## src/sstop_map.svh

```systemverilog
// Constants for the dual-channel safety stop monitor
`ifndef SSTOP_MAP_SVH
`define SSTOP_MAP_SVH
`define SSTOP_SEL_W 8
`define SSTOP_CODE_W 9
`define SSTOP_FN_SAFE_POS 9'h050
`define SSTOP_FN_SAFE_NEG 9'h0b4
`define SSTOP_FN_FAULT_FREE_SIGNAL_POS 9'h051
`define SSTOP_FN_FAULT_FREE_SIGNAL_NEG 9'h0b5
`define SSTOP_SYNC_W 3
`endif

```

## src/sstop_pkg.sv

```systemverilog
// Types for the dual-channel safety stop monitor
package sstop_pkg;
	typedef enum logic [2:0] {
		SSTOP_PNL_NONE = 3'h0,
		SSTOP_PNL_SAFE_FAULT = 3'h1,
		SSTOP_PNL_CPU_FAULT = 3'h2,
		SSTOP_PNL_STOP_IND = 3'h3
	} sstop_panel_e;
	typedef struct packed {
		logic stop_channel_a;
		logic stop_channel_b;
	} sstop_chan_s;
	typedef struct packed {
		logic power_on;
		logic safety_fault;
		logic cpu_fault;
	} sstop_cond_s;
	typedef struct packed {
		logic [8:0] output_select_first;
		logic [8:0] output_select_second;
		logic [8:0] output_select_third;
	} sstop_sel_s;
endpackage

```

## src/sstop_sync.sv

```systemverilog
// Three-stage input synchroniser with agreement filter
`timescale 1ns/1ps
module sstop_sync (
	// Clock and reset
	input wire logic core_clk_i,
	input wire logic rst_i,
	// Pin in, filtered level out
	input wire logic pin_i,
	output logic level_o
);
	logic [2:0] stg_r;
	logic [2:0] stg_nxt;
	logic level_r;
	logic level_nxt;

	always_comb begin
		stg_nxt = {stg_r[1:0], pin_i};
		level_nxt = level_r;
		// Stage 0 feeds only stage 1; compare later stages
		if (stg_r[1] == stg_r[2]) begin
			level_nxt = stg_r[2];
		end
	end

	always_ff @(posedge core_clk_i or posedge rst_i) begin
		if (rst_i) begin
			stg_r <= 3'h0;
			level_r <= 1'h0;
		end else begin
			stg_r <= stg_nxt;
			level_r <= level_nxt;
		end
	end

	assign level_o = level_r;
endmodule // sstop_sync

```

## src/sstop_monitor.sv

```systemverilog
// Safety stop supervisor: channel evaluation, status outputs, routing
`timescale 1ns/1ps
module sstop_monitor
	import sstop_pkg::*;
(
	// Clock and reset
	input wire logic core_clk_i,
	input wire logic rst_i,
	// Stop channels from relay module, high = shorted
	input wire sstop_chan_s chan_i,
	// Internal condition, same clock
	input wire sstop_cond_s cond_i,
	input wire logic running_i,
	// Output terminal selectors
	input wire sstop_sel_s sel_i,
	// Power stage and panel
	output logic power_enable_o,
	output sstop_panel_e panel_o,
	// Open-collector pins, low = transistor conducts
	output logic monitor_pin_oc_o,
	output logic running_pin_oc_o,
	output logic [2:0] term_oc_o,
	// Raw status levels
	output logic safe_stop_o,
	output logic fault_free_o
);
	`include "sstop_map.svh"

	logic ch_a;
	logic ch_b;
	logic pwr_en_r, pwr_en_nxt;
	logic safe_r, safe_nxt;
	logic free_r, free_nxt;
	logic mon_oc_r, mon_oc_nxt;
	logic run_oc_r, run_oc_nxt;
	logic [2:0] term_oc_r, term_oc_nxt;
	sstop_panel_e panel_r, panel_nxt;
	logic [8:0] sel_arr [3];
	logic [1:0] sel_dec [3];
	logic any_safe_sel;
	logic any_fault_free_signal_sel;
	logic fault;

	// ----------------------------------------
	// Channel synchronisers
	// ----------------------------------------
	sstop_sync u_sync_a (
		.core_clk_i(core_clk_i),
		.rst_i(rst_i),
		.pin_i(chan_i.stop_channel_a),
		.level_o(ch_a)
	);
	sstop_sync u_sync_b (
		.core_clk_i(core_clk_i),
		.rst_i(rst_i),
		.pin_i(chan_i.stop_channel_b),
		.level_o(ch_b)
	);

	// ----------------------------------------
	// Terminal selection decode
	// ----------------------------------------
	function automatic logic [1:0] sel_decode(input logic [8:0] code);
		// Returns {fault_free select, monitor select}
		sel_decode = {(code == `SSTOP_FN_FAULT_FREE_SIGNAL_POS) || (code == `SSTOP_FN_FAULT_FREE_SIGNAL_NEG),
			(code == `SSTOP_FN_SAFE_POS) || (code == `SSTOP_FN_SAFE_NEG)};
	endfunction

	function automatic logic route_level(input logic [8:0] code, input logic safe, input logic free,
		input logic dflt);
		// Positive codes conduct when asserted; negative codes invert
		unique case (code)
			`SSTOP_FN_SAFE_POS: route_level = safe;
			`SSTOP_FN_SAFE_NEG: route_level = !safe;
			`SSTOP_FN_FAULT_FREE_SIGNAL_POS: route_level = free;
			`SSTOP_FN_FAULT_FREE_SIGNAL_NEG: route_level = !free;
			default: route_level = dflt;
		endcase
	endfunction

	always_comb begin
		sel_arr[0] = sel_i.output_select_first;
		sel_arr[1] = sel_i.output_select_second;
		sel_arr[2] = sel_i.output_select_third;
		any_safe_sel = 1'b0;
		any_fault_free_signal_sel = 1'b0;
		// A function result cannot be bit-selected directly, so keep it per selector
		for (int i = 0; i < 3; i++) begin
			sel_dec[i] = sel_decode(sel_arr[i]);
			any_safe_sel = any_safe_sel | sel_dec[i][0];
			any_fault_free_signal_sel = any_fault_free_signal_sel | sel_dec[i][1];
		end
	end

	// ----------------------------------------
	// Safety decision
	// ----------------------------------------
	assign fault = cond_i.safety_fault | cond_i.cpu_fault;

	always_comb begin
		pwr_en_nxt = 1'b0;
		safe_nxt = 1'b0;
		free_nxt = 1'b0;
		panel_nxt = SSTOP_PNL_NONE;
		if (cond_i.power_on) begin
			if (ch_a && ch_b) begin
				pwr_en_nxt = !fault;
				free_nxt = !fault;
			end else if (!ch_a && !ch_b) begin
				safe_nxt = !fault;
				free_nxt = !fault;
				if (!fault) begin
					panel_nxt = SSTOP_PNL_STOP_IND;
				end
			end
			// Single open channel leaves power and status off; a fault still sets the panel code
			if (cond_i.safety_fault) begin
				panel_nxt = SSTOP_PNL_SAFE_FAULT;
			end else if (cond_i.cpu_fault) begin
				panel_nxt = SSTOP_PNL_CPU_FAULT;
			end
		end
	end

	// ----------------------------------------
	// Open-collector pin drive
	// ----------------------------------------
	always_comb begin
		// Dedicated pin keeps the monitor unless moved elsewhere
		mon_oc_nxt = any_safe_sel ? 1'b1 : !safe_nxt;
		// Selector first applies to the running pin; 81 blocks restart
		run_oc_nxt = !route_level(sel_arr[0], safe_nxt, free_nxt,
			running_i && pwr_en_nxt);
		term_oc_nxt = 3'h7;
		for (int i = 0; i < 3; i++) begin
			term_oc_nxt[i] = !route_level(sel_arr[i], safe_nxt, free_nxt, 1'b0);
		end
		if (!cond_i.power_on) begin
			mon_oc_nxt = 1'b1;
			run_oc_nxt = 1'b1;
			term_oc_nxt = 3'h7;
		end
	end

	// ----------------------------------------
	// Status registers
	// ----------------------------------------
	// Reset leaves the drive in its safe state: power off, nothing indicated
	always_ff @(posedge core_clk_i or posedge rst_i) begin
		if (rst_i) begin
			pwr_en_r <= 1'b0;
			safe_r <= 1'b0;
			free_r <= 1'b0;
			panel_r <= SSTOP_PNL_NONE;
		end else begin
			pwr_en_r <= pwr_en_nxt;
			safe_r <= safe_nxt;
			free_r <= free_nxt;
			panel_r <= panel_nxt;
		end
	end

	// ----------------------------------------
	// Pin registers
	// ----------------------------------------
	// All transistors off in reset so the relay sees no false feedback
	always_ff @(posedge core_clk_i or posedge rst_i) begin
		if (rst_i) begin
			mon_oc_r <= 1'b1;
			run_oc_r <= 1'b1;
			term_oc_r <= 3'h7;
		end else begin
			mon_oc_r <= mon_oc_nxt;
			run_oc_r <= run_oc_nxt;
			term_oc_r <= term_oc_nxt;
		end
	end

	assign power_enable_o = pwr_en_r;
	assign safe_stop_o = safe_r;
	assign fault_free_o = free_r;
	assign panel_o = panel_r;
	assign monitor_pin_oc_o = mon_oc_r;
	assign running_pin_oc_o = run_oc_r;
	assign term_oc_o = term_oc_r;
endmodule // sstop_monitor

```

## config.mk

```make
export PLATFORM = sky130hd
export DESIGN_NAME = sstop_monitor
export DESIGN_NICKNAME = d
export VERILOG_FILES = /design/src/sstop_pkg.sv /design/src/sstop_sync.sv /design/src/sstop_monitor.sv
export VERILOG_INCLUDE_DIRS = /design/src
export SDC_FILE = /design/constraint.sdc
export NUM_CORES = 1
export LEC_CHECK = 0
export BUFFER_PORTS_ARGS = -buffer_cell sky130_fd_sc_hd__buf_2
export CORE_AREA = 2 2 54 56
export DETAILED_ROUTE_END_ITERATION = 10
export DIE_AREA = 0 0 56 58
export PLACE_DENSITY_LB_ADDON = 0.2
export SLEW_MARGIN = 20
export SYNTH_ARGS = -nofsm -noshare
export SYNTH_HDL_FRONTEND = slang
export SYNTH_SLANG_ARGS = --single-unit
```

## constraint.sdc

```tcl
create_clock -name core_clk_i -period 3.22 [get_ports core_clk_i]
set_input_delay 0.161 -clock core_clk_i [delete_from_list [all_inputs] [get_ports core_clk_i]]
set_output_delay 0.161 -clock core_clk_i [all_outputs]
set_load 0.01 [all_outputs]
```

==> impl_summary.log <==
INFO  metric wire_length_of_the_first_global_routing_pass = 2.80 mm
INFO  metric drtAntennaViolNets = 0
INFO  metric cts_root_buf = sky130_fd_sc_hd__clkbuf_4
INFO  metric post_synth_xor_area_fraction = 0
INFO  metric post_synth_instance_area = 774 sq um
INFO  metric cts_tree = built
INFO  metric place_worst_setup_slack = 1690 ps
INFO  metric drt_drc_violations_left = 0
INFO  metric pin_count_of_the_biggest_net_entering_global_routing = 19
INFO  metric power_density = 399 nW/um^2
INFO  metric numClockSinks = 18
INFO  metric ys_dominant_reg_cell = sky130_fd_sc_hd__dfrtp_1
INFO  metric synth_seq_cells = 18
INFO  metric finalWorstPathRequiredPeriod = 1520 ps
INFO  metric report.final.slew_viol_count = 0
INFO  metric timing.slew.headroom = 0.552
INFO  metric number_of_synthesized_flops_with_an_enable_pin = 0
INFO  metric core_region_area = 2660 sq um
INFO  metric ir_worst_vdd = 250 uV
INFO  metric cell_count_after_placement = 139
INFO  metric grt_util_all_layers = 0.112
INFO  metric synth_top_family_by_area = simple AND/OR/NAND/NOR gates
INFO  metric cp-start-kind = flop
INFO  metric final_min_period_over_clock_period = 0.473
INFO  metric netlist_instances = 67
INFO  metric worst_slack = around 1700 ps
INFO  metric worst_setup_path_class = reg -> reg
INFO  metric critical_path.endpoint_type = flop
INFO  metric cts.clk_slew.worst_paths = 100 ps
INFO  metric post_synthesis_mux_area_share = 0.0404
INFO  metric synthesized_nets = between 100 and 150
INFO  metric finalWeightedCongestion = between 0.7 and 0.8
INFO  metric final.setup_skew = 0.488 ps
INFO  metric final_net_count = approximately 150
INFO  metric mostFrequentLayoutCells = sky130_fd_sc_hd__buf_2, sky130_fd_sc_hd__dfrtp_1
INFO  metric detail_route.first_pass.iterations = 4
INFO  metric report.final.hold_viol_count = 0
INFO  metric dp_hpwl = between 1 and 1.5 mm
INFO  metric cts_max_level = 1
INFO  metric clock_path_buffers = 2
INFO  metric gr-total-overflow = 0
INFO  metric layout.cells.most_common = sky130_fd_sc_hd__buf_2
INFO  metric timing.critical_path.required = ~3500 ps
INFO  metric number_of_global_route_vias_before_repair = 655
INFO  metric count_of_endpoints_failing_setup_in_the_final_report = 0
INFO  metric power.total = 0.436 mW
INFO  metric synthArstFlopShare = 1.00
INFO  metric totalWireLength = 1.71 mm
INFO  metric antenna_found_initial = 0
INFO  metric antenna_cells = 0
INFO  metric vias = just under 700
INFO  metric synth_compound_gate_area_share = 0.0840
INFO  metric floorplan.die.height = 58 um
INFO  metric arrival = 1750 ps
INFO  metric average_detailed_routed_wire_length_per_instance = 11.7 um
INFO  metric post_synth_and_or_nand_nor_area_fraction = 0.210
INFO  metric row_count = 19
INFO  metric effective_utilization_at_floorplan = 0.291
INFO  metric stdcell_count = ~150
INFO  metric dieArea = 3250 sq um
INFO  metric synth_fa_ha_area_frac = 0.0258
INFO  metric worst_pin_slew = 671 ps
INFO  metric drt_first_iter_violations = 18
INFO  metric cap_viol_max_count = 0
INFO  metric portBuffers = 44
INFO  metric worst_hold_path_type = in -> reg
INFO  metric post_drt_via_cell_ratio = roughly 4.6
INFO  metric avgSynthCellArea = 11.6 sq um
INFO  metric fmaxAchievable = 657 MHz
INFO  metric tritoncts.num_buffers = 3
INFO  metric top_level_ports = 46
INFO  metric finalSetupTns = 0 ps
INFO  metric status = complete, no violations
INFO  metric rsz_0062_raised_after_global_routing = false
INFO  metric synth_cell_type_count = 27
INFO  metric clock_insertion_delay_worst_skew = 290 ps
INFO  metric ys_warn_count = 0
INFO  metric proportion_of_layout_cells_with_a_drive_suffix_above_1 = 0.491
INFO  metric leakage_component_of_the_power = 0.534 nW
INFO  metric area.growth.synth_to_final = 41.2%
INFO  metric width_of_the_die = between 50 and 60 um
INFO  metric synth.yosys.seq_area_share = 0.590
INFO  metric cts_setup_buffers = 0
INFO  metric critPathMaxFanout = 6
==> per-stage QoR <==
stage | area, sq um | util | hold slack (ps)
5_1_grt | 1090 | 0.411 | 38.0
4_1_cts | 1090 | 0.411 | 23.2
6_report | 1090 | 0.411 | 40.5
2_1_floorplan | 774 | - | 95.9
3_3_place_gp | 1020 | 0.382 | 270
3_5_place_dp | 1020 | 0.382 | 271
==> kinds of logic after synthesis <==
group                      Yosys count
DFF                                 18
and+or+nand+nor                     25
other                                1
buffers and inverters                8
adders and majority gates            2
AOI/OAI and AO/OA                   10
muxes                                3
==> flip-flops by register name, summed over array words and instances, names as in the netlist <==
signal and flops:
panel_o 2, monitor_pin_oc_o 1, u_sync_a.stg_r 3, u_sync_a.level_o 1, running_pin_oc_o 1, u_sync_b.level_o 1
fault_free_o 1, safe_stop_o 1, term_oc_o 3, u_sync_b.stg_r 3, power_enable_o 1
==> synth_stat cells (2+ instances only) <==
| cell | count | share of area |
|---|---|---|
| sky130_fd_sc_hd__mux2i_1 | 2 | 0.026 |
| sky130_fd_sc_hd__dfrtp_1 | 13 | 0.42 |
| sky130_fd_sc_hd__maj3_1 | 2 | 0.026 |
| sky130_fd_sc_hd__inv_1 | 5 | 0.024 |
| sky130_fd_sc_hd__nand2_1 | 5 | 0.024 |
| sky130_fd_sc_hd__or4b_2 | 3 | 0.039 |
| sky130_fd_sc_hd__or2_1 | 2 | 0.016 |
| sky130_fd_sc_hd__nor2_1 | 2 | 0.0097 |
| sky130_fd_sc_hd__nor4b_1 | 3 | 0.034 |
| sky130_fd_sc_hd__a21oi_1 | 4 | 0.026 |
| sky130_fd_sc_hd__dfstp_2 | 5 | 0.17 |
| sky130_fd_sc_hd__nand3_1 | 5 | 0.032 |
| sky130_fd_sc_hd__nand4b_1 | 2 | 0.023 |
==> final cells by class <==
type                       instances  area, sq um
clock buffer                       4         36.3
fill                             275         1570
inverter                           5         18.8
multi-input combinational         41          283
sequential                        18          457
tap                               31         38.8
timing repair buffer              48          260
==> where the power goes <==
group | internal, mW | switching, mW
Sequential | 0.236 | 0.00585
Clock | 0.0689 | 0.0707
Combinational | 0.0292 | 0.0256
Total | 0.334 | 0.102
==> worst max-delay path, stage by stage (launching register included) <==
cell	delay (ps)
sky130_fd_sc_hd__dfrtp_1	450
sky130_fd_sc_hd__or2_1	320
sky130_fd_sc_hd__a21oi_1	170
sky130_fd_sc_hd__mux2_1	350
sky130_fd_sc_hd__a31oi_1	160
==> metal layers <==
layer | GRT usage | wire, um
met1 | 0.144 | 718
met2 | 0.168 | 815
met3 | 0.0268 | 144
met4 | 0.0748 | 36
met5 | 0 | 0
==> final timing paths <==
| kind | startpoint | endpoint | slack, ps | depth (start not counted) |
|---|---|---|---|---|
| setup / recovery | u_sync_b.level_o | running_pin_oc_o | 1700 | 4 |
| max in group asynchronous | rst_i | panel_o[1] | 2300 | 3 |
| hold / removal | cond_i[1] | panel_o[1] | 40 | 2 |
| min in group asynchronous | rst_i | u_sync_b.stg_r[0] | 500 | 3 |
| hold reg to reg | u_sync_b.stg_r[0] | u_sync_b.stg_r[1] | 360 | 0 |
| setup reg to reg | u_sync_b.level_o | running_pin_oc_o | 1700 | 4 |
==> what timing repair did <==
item                                   in CTS  in global routing
endpoints found under the hold margin      16                  0
hold buffers                                4                  0
resized for setup                           0                  0
Power figures use the tool's default switching activity.
